==> src/shared/arith_gating_defines.vh <==
`ifndef ARITH_GATING_DEFINES_VH
`define ARITH_GATING_DEFINES_VH

// ----------------------------------------
// Word layout, bit 0 is the sign
// ----------------------------------------
`define ARG_WORD_W      36
`define ARG_SIGN_BIT    0
`define ARG_TOP_MAG_BIT 1
`define ARG_LSB_BIT     35
`define ARG_HALF_LSB    17

// ----------------------------------------
// Shift counter field positions
// ----------------------------------------
`define ARG_CNT_W        9
`define ARG_CNT_FIELD_LO 1
`define ARG_CNT_FIELD_HI 8
`define ARG_CNT_SHORT_LO 3
`define ARG_REG_SHORT_HI 5

// ----------------------------------------
// Reset values
// ----------------------------------------
`define ARG_REG_RESET   36'h0_0000_0000
`define ARG_SW_RESET    36'h0_0000_0000

`endif

==> src/logic/arith_register_input_gating.v <==
`timescale 1ns/100ps
`include "arith_gating_defines.vh"

// Summary of operation
// - Clear/set bits 1-8, shift counter jams
// - Bus and switch loads transfer ones only
// - Interior bits take neighbour on shifts
// - Divide select only while flag two clear
// - Left shift: sign takes bit 1 unless arithmetic
// - Right shift sign from quotient 35 or bit 35
// - Right shift sign cleared or held by mode
// - Left shift bit 35 source by mode
// - Bit 35 cleared on single arith/logical shifts, deposit
// - Buffer ones OR, zeros AND, both copy
// - Exclusive OR pulse toggles on buffer ones
// - Complement pulse inverts every bit
// - Carry toggles next more significant bit
// - Increment toggles bit 35, ripples upward
// - Bit 17 takes ripple or own carry pulse
// - Add is partial add then carry initiate
// - Initiate where sum 0 and buffer 1
// - Ripple continues only on one-to-zero toggles
// - Carries extend into the sign bit
// - Carries out of bit 1 and sign exported
module arith_register_input_gating #(
    parameter WORD_W = `ARG_WORD_W,
    parameter CNT_W  = `ARG_CNT_W
) (
    input  wire              clock,
    input  wire              rst_n,
    input  wire              clearPulse,
    input  wire              clearLowBytePulse,
    input  wire              setLowBytePulse,
    input  wire              counterJamPulse,
    input  wire              counterShortJamPulse,
    input  wire [0:CNT_W-1]  shiftCounter,
    input  wire              ioLoadPulse,
    input  wire [0:WORD_W-1] ioBus,
    input  wire              switchLoadPulse,
    input  wire [0:WORD_W-1] dataSwitches,
    input  wire              shiftLeftPulse,
    input  wire              shiftRightPulse,
    input  wire              singleArithShift,
    input  wire              combinedArithShift,
    input  wire              singleLogicalShift,
    input  wire              combinedLogicalShift,
    input  wire              singleRotate,
    input  wire              combinedRotate,
    input  wire              characterLoad,
    input  wire              characterDeposit,
    input  wire              multiplyShift,
    input  wire              divideInstr,
    input  wire              normalizeReturnFlagTwo,
    input  wire [0:WORD_W-1] multiplierQuotient,
    input  wire [0:WORD_W-1] memoryBuffer,
    input  wire              bufferOnesPulse,
    input  wire              bufferZerosPulse,
    input  wire              bufferXorPulse,
    input  wire              complementPulse,
    input  wire              carryInitiatePulse,
    input  wire              increment_pulse,
    input  wire              halfCarryPulse,
    output wire [0:WORD_W-1] arithmeticRegister,
    output wire              divisionShiftSelect,
    output wire              carryOutBitOne,
    output wire              carryOutSign
);

    // ----------------------------------------
    // Ripple chain, one settled pass per cycle
    // ----------------------------------------
    // Returns {carry out of sign, carry out of bit 1, new word}.
    // Both carry sources are ORed: the add algorithm never lets an
    // initiated carry and a ripple land on the same position.
    function [WORD_W+1:0] rippleChain;
        input [0:WORD_W-1] word;
        input [0:WORD_W-1] initInto;
        input              inc;
        input              half;
        reg   [0:WORD_W-1] w;
        reg                c;
        reg                old;
        reg                outOne;
        integer            i;
        begin
            w      = word;
            c      = inc;
            outOne = 1'b0;
            for (i = WORD_W - 1; i >= 0; i = i - 1) begin
                if (i == `ARG_HALF_LSB) begin
                    c = c | half;
                end
                c   = c | initInto[i];
                old = w[i];
                if (c) begin
                    w[i] = ~old;
                end
                if (i == `ARG_SIGN_BIT) begin
                    outOne = c;
                end
                c = c & old;
            end
            rippleChain = {c, outOne, w};
        end
    endfunction

    // ----------------------------------------
    // Console switch synchroniser
    // ----------------------------------------
    // Switches are panel pins; everything else is same-clock logic.
    reg [0:WORD_W-1] switchMeta_q;
    reg [0:WORD_W-1] switchSync_q;

    always @(posedge clock or negedge rst_n) begin
        if (!rst_n) begin
            switchMeta_q <= `ARG_SW_RESET;
            switchSync_q <= `ARG_SW_RESET;
        end else begin
            switchMeta_q <= dataSwitches;
            switchSync_q <= switchMeta_q;
        end
    end

    // ----------------------------------------
    // Composite shift conditions
    // ----------------------------------------
    // Flag two masks floating divide so normalize return is unaffected.
    assign divisionShiftSelect = divideInstr & ~normalizeReturnFlagTwo;

    wire anyArithShift = singleArithShift | combinedArithShift;
    wire holdSignRight = multiplyShift | divisionShiftSelect | anyArithShift;

    // ----------------------------------------
    // Register state
    // ----------------------------------------
    reg  [0:WORD_W-1] arithmetic_register_q;
    reg  [0:WORD_W-1] arithmetic_register_d;
    reg               carryOne_q;
    reg               carryOne_d;
    reg               carrySign_q;
    reg               carrySign_d;

    reg  [0:WORD_W-1] initInto;
    reg  [WORD_W+1:0] chain;
    reg               leftIn35;
    reg               rightIn0;
    integer           k;

    // ----------------------------------------
    // Next-value gating
    // ----------------------------------------
    // Strobes are single-cycle; several in one cycle apply in the
    // order below, matching the order the sequencer issues them, except that
    // shifts and the sign's own carry initiate read the registered word, not the gated value.
    always @* begin
        arithmetic_register_d = arithmetic_register_q;
        carryOne_d            = 1'b0;
        carrySign_d           = 1'b0;
        initInto              = {WORD_W{1'b0}};
        chain                 = {(WORD_W+2){1'b0}};
        leftIn35              = 1'b0;
        rightIn0              = arithmetic_register_q[`ARG_SIGN_BIT];

        if (clearPulse) begin
            arithmetic_register_d = {WORD_W{1'b0}};
        end
        if (ioLoadPulse) begin
            arithmetic_register_d = arithmetic_register_d | ioBus;
        end
        if (switchLoadPulse) begin
            arithmetic_register_d = arithmetic_register_d | switchSync_q;
        end

        for (k = `ARG_CNT_FIELD_LO; k <= `ARG_CNT_FIELD_HI; k = k + 1) begin
            if (clearLowBytePulse) begin
                arithmetic_register_d[k] = 1'b0;
            end
            if (setLowBytePulse) begin
                arithmetic_register_d[k] = 1'b1;
            end
            if (counterJamPulse) begin
                arithmetic_register_d[k] = shiftCounter[k];
            end
        end
        if (counterShortJamPulse) begin
            for (k = 0; k <= `ARG_REG_SHORT_HI; k = k + 1) begin
                arithmetic_register_d[k] = shiftCounter[k + `ARG_CNT_SHORT_LO];
            end
        end

        // Left end inputs: bit 35 source chosen before sign source
        if (singleRotate) begin
            leftIn35 = arithmetic_register_q[`ARG_SIGN_BIT];
        end else if (combinedArithShift) begin
            leftIn35 = multiplierQuotient[1];
        end else if (combinedLogicalShift | combinedRotate | divisionShiftSelect) begin
            leftIn35 = multiplierQuotient[0];
        end
        if (singleArithShift | singleLogicalShift | characterDeposit) begin
            leftIn35 = 1'b0;
        end

        // Right end input for the sign
        if (holdSignRight) begin
            rightIn0 = arithmetic_register_q[`ARG_SIGN_BIT];
        end else if (characterLoad | singleLogicalShift | combinedLogicalShift) begin
            rightIn0 = 1'b0;
        end else if (combinedRotate) begin
            rightIn0 = multiplierQuotient[WORD_W-1];
        end else if (singleRotate) begin
            rightIn0 = arithmetic_register_q[WORD_W-1];
        end

        if (shiftLeftPulse) begin
            for (k = 1; k < WORD_W - 1; k = k + 1) begin
                arithmetic_register_d[k] = arithmetic_register_q[k + 1];
            end
            if (!anyArithShift) begin
                arithmetic_register_d[`ARG_SIGN_BIT] =
                    arithmetic_register_q[`ARG_TOP_MAG_BIT];
            end
            arithmetic_register_d[WORD_W-1] = leftIn35;
        end else if (shiftRightPulse) begin
            for (k = 1; k < WORD_W; k = k + 1) begin
                arithmetic_register_d[k] = arithmetic_register_q[k - 1];
            end
            arithmetic_register_d[`ARG_SIGN_BIT] = rightIn0;
        end

        // Buffer gates: ones alone OR, zeros alone AND, both copy
        if (bufferOnesPulse && bufferZerosPulse) begin
            arithmetic_register_d = memoryBuffer;
        end else if (bufferOnesPulse) begin
            arithmetic_register_d = arithmetic_register_d | memoryBuffer;
        end else if (bufferZerosPulse) begin
            arithmetic_register_d = arithmetic_register_d & memoryBuffer;
        end

        if (bufferXorPulse) begin
            arithmetic_register_d = arithmetic_register_d ^ memoryBuffer;
        end
        if (complementPulse) begin
            arithmetic_register_d = ~arithmetic_register_d;
        end

        // Carry initiate senses partial sum 0 with buffer 1
        if (carryInitiatePulse) begin
            for (k = 1; k < WORD_W; k = k + 1) begin
                initInto[k - 1] = ~arithmetic_register_d[k] & memoryBuffer[k];
            end
            chain = rippleChain(arithmetic_register_d, initInto, 1'b0, 1'b0);
            arithmetic_register_d = chain[WORD_W-1:0];
            carryOne_d  = chain[WORD_W];
            // Sign position can initiate its own carry out
            carrySign_d = chain[WORD_W+1] |
                (~arithmetic_register_q[`ARG_SIGN_BIT] & memoryBuffer[`ARG_SIGN_BIT] &
                 ~bufferXorPulse) |
                (bufferXorPulse & ~(arithmetic_register_q[`ARG_SIGN_BIT] ^
                 memoryBuffer[`ARG_SIGN_BIT]) & memoryBuffer[`ARG_SIGN_BIT]);
        end

        if (increment_pulse || halfCarryPulse) begin
            chain = rippleChain(arithmetic_register_d, {WORD_W{1'b0}},
                                increment_pulse, halfCarryPulse);
            arithmetic_register_d = chain[WORD_W-1:0];
            carryOne_d  = carryOne_d | chain[WORD_W];
            carrySign_d = carrySign_d | chain[WORD_W+1];
        end
    end

    // ----------------------------------------
    // Register update
    // ----------------------------------------
    always @(posedge clock or negedge rst_n) begin
        if (!rst_n) begin
            arithmetic_register_q <= `ARG_REG_RESET;
            carryOne_q            <= 1'b0;
            carrySign_q           <= 1'b0;
        end else begin
            arithmetic_register_q <= arithmetic_register_d;
            carryOne_q            <= carryOne_d;
            carrySign_q           <= carrySign_d;
        end
    end

    assign arithmeticRegister = arithmetic_register_q;
    assign carryOutBitOne     = carryOne_q;
    assign carryOutSign       = carrySign_q;

endmodule // arith_register_input_gating

==> config.mk <==
export PLATFORM = sky130hd
export DESIGN_NAME = arith_register_input_gating
export DESIGN_NICKNAME = d
export VERILOG_FILES = /design/src/logic/arith_register_input_gating.v
export VERILOG_INCLUDE_DIRS = /design/src /design/src/shared
export SDC_FILE = /design/constraint.sdc
export NUM_CORES = 1
export LEC_CHECK = 0
export BUFFER_PORTS_ARGS = -buffer_cell sky130_fd_sc_hd__buf_4
export CORE_MARGIN = 5
export CORE_UTILIZATION = 61
export CTS_BUF_LIST = sky130_fd_sc_hd__clkbuf_8
export CTS_CLUSTER_DIAMETER = 80
export DETAILED_ROUTE_END_ITERATION = 8
export PLACE_DENSITY = 0.9
export RECOVER_POWER = 50
export REMOVE_ABC_BUFFERS = 1
export SYNTH_ARGS = -nofsm -noshare
export SYNTH_HDL_FRONTEND = slang
export SYNTH_SLANG_ARGS = --single-unit
==> constraint.sdc <==
create_clock -name clock -period 18.2 [get_ports clock]
set_input_delay 2.73 -clock clock [delete_from_list [all_inputs] [get_ports clock]]
set_output_delay 2.73 -clock clock [all_outputs]
set_load 0.05 [all_outputs]
==> results.toml, run 1 <==
[timing]
clock.fmax_mhz = 81.6
skew_ns = 0.0199
rsz0062_at_grt = "no"
setup_violations = 0
finalHoldViolations = 0
hold-worst-slack_ns = 0.349
worst_pin_slew_ns = 4.19
slew_viol_final = 113
min_period_ns = 12.26
slew_headroom_pct = -179
setup_tns_ns = 0
period_share_pct = 67.3

[hold_path]
min_path_type = "reg -> reg"
hold_path.startpoint = "switchMeta_q[1]"

[setup_path]
worstPathArrival_ns = 12.56
startpoint_type = "primary input"
cp_num_buf_inv = 1
timing.rr.start = "arithmeticRegister[34]"
cpPeakStageDelay_ns = 0.68
cp_top_family = "adder cells"
r2r_setup_slack_ns = 8.93
path_max_fanout = 42
slowest_stage = "nand2b_1"
cp-end-kind = "flop"
cp_common_cell = "ha_1"
critPathRequiredTime_ns = 18.51
crit_start = "shiftLeftPulse"
crit_type = "in -> reg"

[grt]
grt_overflow = 0
grt_max_degree = 75
antenna_found_initial = 0
grt_pass1_wl_um = 44400
grt_pass1_vias = 8873
grt_util_all_layers_pct = 31.3

[pwr]
power_leakage_nw = 4.66
finalPower_w = 0.00107
power_density_nw_per_um2 = 102
ir_drop_uv = 111

[floorplan]
die_w_um = 131
core_area_um2 = 14500
die_area_um2 = 17200
num_rows = 44
die_y_um = 131
ios = 221
start_util_pct = 62.0

[cells_and_area]
num_antenna_cells = 0
area_growth_syn_to_layout_pct = 17.0
stdcell_area_um2 = 10500
mostFrequentLayoutCell = "buf_4"
layout.nets = 1404
fin_util_pct = 72.5
drive_gt1_share_pct = 20.9
mostFrequentLayoutCells = "147 x buf_4, 131 x nand2_1, 110 x dfrtp_1"

[detailed_routing]
wl_per_cell_um = 20.3
routed_wirelength_um = 27800
drt_iter0_drc = 877
vias_per_cell = 6.55
vias = 8988
antenna_left = 0
firstDrtPassIters = 5
drcViolationCount = 0

[logic_synthesis]
syn_area_per_cell_um2 = 8.61
ys_seq_elements = 110
synth_top_area_cell = "dfrtp_1"
synthTopCellsByArea = "dfrtp_1 31%, xnor2_1 6.0%, nand2_1 5.5%"
async_reset_ff_share_pct = 100
seq_area_frac_synth_pct = 30.7
synthCells = 1042
synth_top_area_share_pct = 30.7
synth_edf_count = 0
yosysWarningCount = 0
ys.flop_type = "dfrtp_1"
ys_types = 89
synth.cell_area_um2 = 8970

[clocking]
cts_resized = 0
path_clk_slew_ns = 0.11
cts_root_buffer = "clkbuf_8"
ctsHtreeMaxLevel = 3
cts.sinks = 110
clockBufferDepth = 2
cts_tree = "built"
post_cts_buffers = 0
hold_buffers = 0
numCtsBuffers = 9
clk_latency_ns = 0.41

[outcome]
violations = "capacitance limit, slew limit"
status = "finished, violations left"

[placed_design]
gp_congestion = 0.912
io_buffers = 186
placed_area_um2 = 10300
post-dp-hpwl_um = 19200

[run]
maxCapViolations = 2
-- flip-flops by register name (all words and copies together), names as in the netlist --
name                count
carryOutBitOne          1
switchMeta_q           36
switchSync_q           36
carryOutSign            1
arithmeticRegister     36
-- power by group --
group / switching (W) / internal, W / total [W] / leakage, nW
combinational: 0.000360 / 0.000216 / 0.000575 / 3.28
sequential: 0.0000473 / 0.000285 / 0.000333 / 1.29
clock: 0.0000929 / 0.0000653 / 0.000158 / 0.0982
-- synthesized netlist by cell type (20+ instances only) --
cell type / number
nand2_1: 131
dfrtp_1: 110
nor2_1: 64
xnor2_1: 61
a21oi_1: 60
ha_1: 38
inv_1: 36
nand2b_1: 35
o21ai_0: 35
clkbuf_1: 30
nand3_1: 29
mux2i_1: 20
-- logic make-up (layout without fill, tap and decap cells) --
group / Yosys count / in the layout / share of synthesized area (%)
XOR/XNOR: 73 / 73 / 7.21
adder cells (fa/ha/maj): 38 / 38 / 5.30
AND/OR/NAND/NOR: 375 / 375 / 21.1
AO/OA/AOI/OAI: 310 / 310 / 26.5
multiplexers: 34 / 34 / 3.99
buffers and inverters: 102 / 249 / 5.28
flip-flops: 110 / 110 / 30.7
-- per-layer routing --
layer	vias up	GRT usage, %	part of all wire, %
met4	0	15.7	4.4
met1	4295	38.9	39
met2	459	52.1	48
met3	92	6.19	8.4
met5	-	0	0
li1	4142	-	-
-- cell type report --
type | instances | area, µm²
Clock inverter | 7 | 78.8
Tap cell | 184 | 230
Clock buffer | 9 | 124
Inverter | 40 | 151
Multi-Input combinational cell | 830 | 5750
Sequential cell | 110 | 2750
Fill cell | 1112 | 3980
Timing Repair Buffer | 193 | 1410
-- stage by stage --
stage	setup slack [ns]	instances
5_1_grt	5.56	1373
6_report	5.94	1373
4_1_cts	6.07	1373
2_1_floorplan	6.63	980
3_5_place_dp	5.71	1357
3_3_place_gp	5.88	1357
-- path summary, 6_finish.rpt --
kind / cells after the start / to
setup reg to reg: 44 / arithmeticRegister[0]
min in group asynchronous: 1 / switchMeta_q[35]
hold reg to reg: 0 / switchSync_q[1]
hold / removal: 0 / switchSync_q[1]
setup / recovery: 45 / arithmeticRegister[0]
max in group asynchronous: 2 / switchSync_q[13]
Note: power is estimated with default switching activity, not from simulation.
==> inputs of run 2 (changes only) <==
- ABC_AREA: not set -> 1
- CORE_UTILIZATION: 61 -> 49
- PLACE_DENSITY: 0.9 -> 0.79
- clock period: 18.2 -> 9.87 ns (I/O delays scaled with it)
==> run 2 against run 1 <==
The flow still finishes with violations (capacitance limit, slew limit); critical path depth up 4; flip-flop and latch count unchanged; worst setup slack worse by 5.4 ns; sequential share of layout area up 2.8 points; die area up 6.9%; clock power up 87%; via count down 16%; wire length down 17%; design area down 9.6%; sequential power up 89%; power up 86%; largest cell class unchanged; largest power group unchanged.
==> results.toml, run 2 <==
[outcome]
status = "finished, violations left"
violations = "capacitance limit, slew limit"

[cells_and_area]
stdcell_area_um2 = 9490
area_growth_syn_to_layout_pct = 22.4
drive_gt1_share_pct = 21.2
num_antenna_cells = 0
multi_input_area_um2 = 4370
mostFrequentLayoutCell = "nand2_1"
mostFrequentLayoutCells = "274 x nand2_1, 149 x buf_4, 110 x dfrtp_1"
nFillCells = 1449
register_area_um2 = 2750
layout.nets = 1399

[hold_path]
min_path_type = "reg -> reg"
hold_path.startpoint = "switchMeta_q[1]"

[clocking]
clk_latency_ns = 0.39
cts_root_buffer = "clkbuf_8"
clockBufferDepth = 2
cts.sinks = 110
cts_resized = 0
hold_buffers = 0
numCtsBuffers = 9
cts_tree = "built"
ctsHtreeMaxLevel = 3
post_cts_buffers = 0
path_clk_slew_ns = 0.10

[timing]
setup_violations = 0
slew_viol_final = 36
min_period_ns = 9.31
setup_tns_ns = 0
period_share_pct = 94.3
skew_ns = 0.0155
slew_headroom_pct = -25.3
finalHoldViolations = 0
clock.fmax_mhz = 107
rsz0062_at_grt = "no"
worst_pin_slew_ns = 1.88

[grt]
grt_overflow = 0
antenna_found_initial = 0
grt_pass1_vias = 7475
grt_util_all_layers_pct = 25.7
grt_pass1_wl_um = 37600
grt_max_degree = 77

[setup_path]
r2r_setup_slack_ns = 1.45
path_max_fanout = 8
startpoint_type = "primary input"
cp_common_cell = "ha_1"
crit_start = "clearPulse"
timing.rr.start = "arithmeticRegister[0]"
worstPathArrival_ns = 9.61
slowest_stage = "or2_2"
ff2ff_path_depth = 47
endpoint = "arithmeticRegister[0]"
cp-end-kind = "flop"
crit_type = "in -> reg"
critPathRequiredTime_ns = 10.17
reg2reg_to = "arithmeticRegister[0]"
cpPeakStageDelay_ns = 0.28

[logic_synthesis]
ys_types = 36
synth.cell_area_um2 = 7750
seq_area_frac_synth_pct = 35.5
syn_area_per_cell_um2 = 7.69
yosysWarningCount = 0
synth_edf_count = 0
ys_top_cells_by_count = "274 x nand2_1, 110 x dfrtp_1, 100 x inv_1"
synth_top_area_cell = "dfrtp_1"
synth.most_common_cell = "nand2_1"
synthSimpleGateAreaFrac_pct = 23.1
synth_compound_area_share_pct = 15.9
synthMuxAreaShare_pct = 0.145
ys_seq_elements = 110
ys.flop_type = "dfrtp_1"
synthCells = 1008
async_reset_ff_share_pct = 100
synth_xor_area_share_pct = 11.1
synth_top_area_share_pct = 35.5
synthTopCellsByArea = "dfrtp_1 36%, nand2_1 13%, xor2_1 11%"
synth_fa_ha_area_share_pct = 6.13
synth_top_family_by_area = "simple AND/OR/NAND/NOR gates"

[placed_design]
gp_congestion = 0.818
io_buffers = 186
post-dp-hpwl_um = 16500
placed_area_um2 = 9370

[floorplan]
num_rows = 46
die_w_um = 136
ios = 221
die_y_um = 136
start_util_pct = 49.3
core_area_um2 = 15700
die_area_um2 = 18400

[detailed_routing]
wl_per_cell_um = 16.5
drt_iter0_drc = 521
routed_wirelength_um = 23100
drcViolationCount = 0
antenna_left = 0
firstDrtPassIters = 5
vias_per_cell = 5.37
vias = 7523

[pwr]
power_leakage_nw = 4.93
ir_drop_uv = 153
power_density_nw_per_um2 = 209

[run]
maxCapViolations = 1
-- run 2: cell types whose count changed after synthesis, sizes merged, moves of 17 or more --
cell,delta
o22ai,+21
xnor2,-62
xor2,+87
nand2,+147
inv,+67
mux2i,-20
nand3,+36
nor2b,-17
nand2b,-35
nor2,-21
o311ai,-21
-- run 2: final cells by class --
| type | instances | area share, % |
|---|---|---|
| timing repair buffer | 209 | 15.6 |
| multi-input combinational | 742 | 46.1 |
| clock buffer | 11 | 1.60 |
| tap | 216 | 2.85 |
| sequential | 110 | 29.0 |
| clock inverter | 5 | 0.593 |
| inverter | 107 | 4.29 |
-- run 2: cell families after synthesis --
logic type	count (synthesis)
and+or+nand+nor	400
AOI/OAI and AO/OA	205
buffers and inverters	156
DFF	110
xor gates and xnor gates	98
adders and majority gates	38
muxes	1
-- run 2: metal layers --
metal	share of wire (%)	track usage (%)	up-vias
met5	0	0	-
met3	6.9	4.83	44
li1	-	-	3653
met1	42	32.8	3548
met2	48	43.8	278
met4	2.8	8.90	0
-- run 2: how the worst min path moves through the flow --
stage                     slack [ns]  cells after the start          endpoint
after floorplan                 0.33                      0   switchSync_q[0]
after global placement          0.33                      0  switchSync_q[21]
after detailed placement        0.33                      0   switchSync_q[1]
after CTS                       0.36                      0   switchSync_q[1]
after global routing            0.37                      0   switchSync_q[2]
final                           0.36                      0   switchSync_q[1]
-- run 2: critical path: cells and delay by family --
family / cells / cell delay (ns)
fa+ha+maj: 35 / 6.56
simple gates: 10 / 0.90
buf+inv: 2 / 0.30
compound gates: 1 / 0.18
xor+xnor: 1 / 0.17
-- run 2: stage by stage --
stage | std cells | power (W) | worst slack (ns) | utilization [%] | hold slack, ns
after global placement | 1384 | 0.00170 | 0.293 | 59.6 | 0.332
final | 1400 | 0.00198 | 0.561 | 60.4 | 0.357
after floorplan | 959 | 0.00138 | 0.480 | - | 0.331
after detailed placement | 1384 | 0.00173 | 0.223 | 59.6 | 0.335
after global routing | 1400 | 0.00213 | 0.0705 | 60.4 | 0.367
after CTS | 1400 | 0.00203 | 0.561 | 61.0 | 0.357
-- run 2: report_power, final --
group          switching, W  leakage (nW)  internal (W)
clock network      0.000163         0.111      0.000132
registers         0.0000944          1.29      0.000537
logic              0.000712          3.52      0.000343
==> inputs of run 3 (changes only) <==
- RECOVER_POWER: 50 -> 100
==> run 3 against run 2 <==
Register-to-register slack lost 0.02 ns; the flow still finishes with violations (capacitance limit, slew limit); flip-flop and latch count is the same; hold slack got worse by 0.0016 ns; clock skew about the same; utilization is 0.45 points lower; non-clock buffer count unchanged; cell count did not move; via count rose by 0.23%; critical path depth unchanged; power is 1.4% lower.
==> results.toml, run 3 (synthesis gave the netlist of run 2 again) <==
[outcome]
status = "finished, violations left"
violations = "capacitance limit, slew limit"

[clocking]
cts.sinks = 110
cts_tree = "built"
clockBufferDepth = 2
path_clk_slew_ns = 0.10
numCtsBuffers = 9
cts_resized = 0
cts_root_buffer = "clkbuf_8"
hold_buffers = 0
post_cts_buffers = 0
clk_latency_ns = 0.39
ctsHtreeMaxLevel = 3

[cells_and_area]
layout.nets = 1399
num_antenna_cells = 0
nFillCells = 1469
mostFrequentLayoutCell = "nand2_1"
finalNonFillerCells = 1400
drive_gt1_share_pct = 19.6
area_growth_syn_to_layout_pct = 21.5
mostFrequentLayoutCells = "275 x nand2_1, 132 x buf_4, 110 x dfrtp_1"

[setup_path]
startpoint_type = "primary input"
slowest_stage = "or2_2"
worstPathArrival_ns = 9.63
ff2ff_path_depth = 48
r2r_setup_slack_ns = 1.43
timing.rr.start = "arithmeticRegister[33]"
crit_type = "in -> reg"
cp-end-kind = "flop"
crit_start = "bufferOnesPulse"
cpPeakStageDelay_ns = 0.28
reg2reg_to = "arithmeticRegister[0]"
critPathRequiredTime_ns = 10.17
endpoint = "arithmeticRegister[0]"
cp_common_cell = "ha_1"
path_max_fanout = 14

[detailed_routing]
routed_wirelength_um = 23100
vias = 7540
vias_per_cell = 5.39
firstDrtPassIters = 5
antenna_left = 0
drcViolationCount = 0
wl_per_cell_um = 16.5
drt_iter0_drc = 549

[pwr]
ir_drop_uv = 146
power_leakage_nw = 4.86
power_density_nw_per_um2 = 207

[timing]
skew_ns = 0.0153
finalHoldViolations = 0
setup_violations = 0
setup_tns_ns = 0
clock.fmax_mhz = 107
rsz0062_at_grt = "no"
min_period_ns = 9.33
setup_ws_ns = 0.535
slew_headroom_pct = -179
slew_viol_final = 113
period_share_pct = 94.6
worst_pin_slew_ns = 4.18

[floorplan]
core_area_um2 = 15700
num_rows = 46
start_util_pct = 49.3
die_w_um = 136
die_y_um = 136
ios = 221
die_area_um2 = 18400

[run]
maxCapViolations = 2

[grt]
grt_pass1_vias = 7475
antenna_found_initial = 0
grt_overflow = 0
grt_util_all_layers_pct = 25.7
grt_max_degree = 77
grt_pass1_wl_um = 37600

[placed_design]
post-dp-hpwl_um = 16500
gp_congestion = 0.818
io_buffers = 186
placedCellCount = 1384
pre_cts_ws_ns = 0.223

[hold_path]
min_path_type = "reg -> reg"
-- run 3: worst min-delay path by stage --
stage | from | endpoint | slack (ns) | cells after the start
3_3_place_gp | switchMeta_q[21] | switchSync_q[21] | 0.33 | 0
6_report | switchMeta_q[1] | switchSync_q[1] | 0.36 | 0
4_1_cts | switchMeta_q[1] | switchSync_q[1] | 0.36 | 0
3_5_place_dp | switchMeta_q[1] | switchSync_q[1] | 0.33 | 0
5_1_grt | switchMeta_q[2] | switchSync_q[2] | 0.37 | 0
2_1_floorplan | switchMeta_q[0] | switchSync_q[0] | 0.33 | 0
-- run 3: cell type report --
type | instances | area [µm²] | area share, %
Clock buffer | 11 | 151 | 1.61
Clock inverter | 5 | 56.3 | 0.598
Inverter | 107 | 407 | 4.32
Multi-Input combinational cell | 742 | 4370 | 46.4
Sequential cell | 110 | 2750 | 29.2
Tap cell | 216 | 270 | 2.87
Timing Repair Buffer | 209 | 1420 | 15.0
-- run 3: per-layer routing --
layer	vias to the layer above	GRT usage [%]	share of wire, %
met5	-	0	0
met4	0	8.90	2.9
met3	43	4.83	6.9
met2	262	43.8	48
met1	3580	32.8	42
li1	3655	-	-
-- run 3: metrics by stage --
stage | utilization, % | hold WS [ns] | area [µm²] | total power, W
finish | 59.9 | 0.355 | 9420 | 0.00195
global route | 59.9 | 0.367 | 9420 | 0.00210
CTS | 61.0 | 0.357 | 9580 | 0.00203
detailed placement | 59.6 | 0.335 | 9370 | 0.00173
global placement | 59.6 | 0.332 | 9370 | 0.00170
floorplan | - | 0.331 | 7530 | 0.00138
-- run 3: power breakdown --
group	switching [W]	total (W)	internal [W]
clock network	0.000163	0.000294	0.000132
logic	0.000711	0.00103	0.000317
registers	0.0000942	0.000631	0.000537
total	0.000968	0.00195	0.000986
-- run 3: worst max-delay path: cells and delay by family --
kind,cells,cell delay (ns)
compound gates,3,0.50
xor+xnor,1,0.11
fa+ha+maj,34,6.39
buf+inv,4,0.43
simple gates,7,0.71
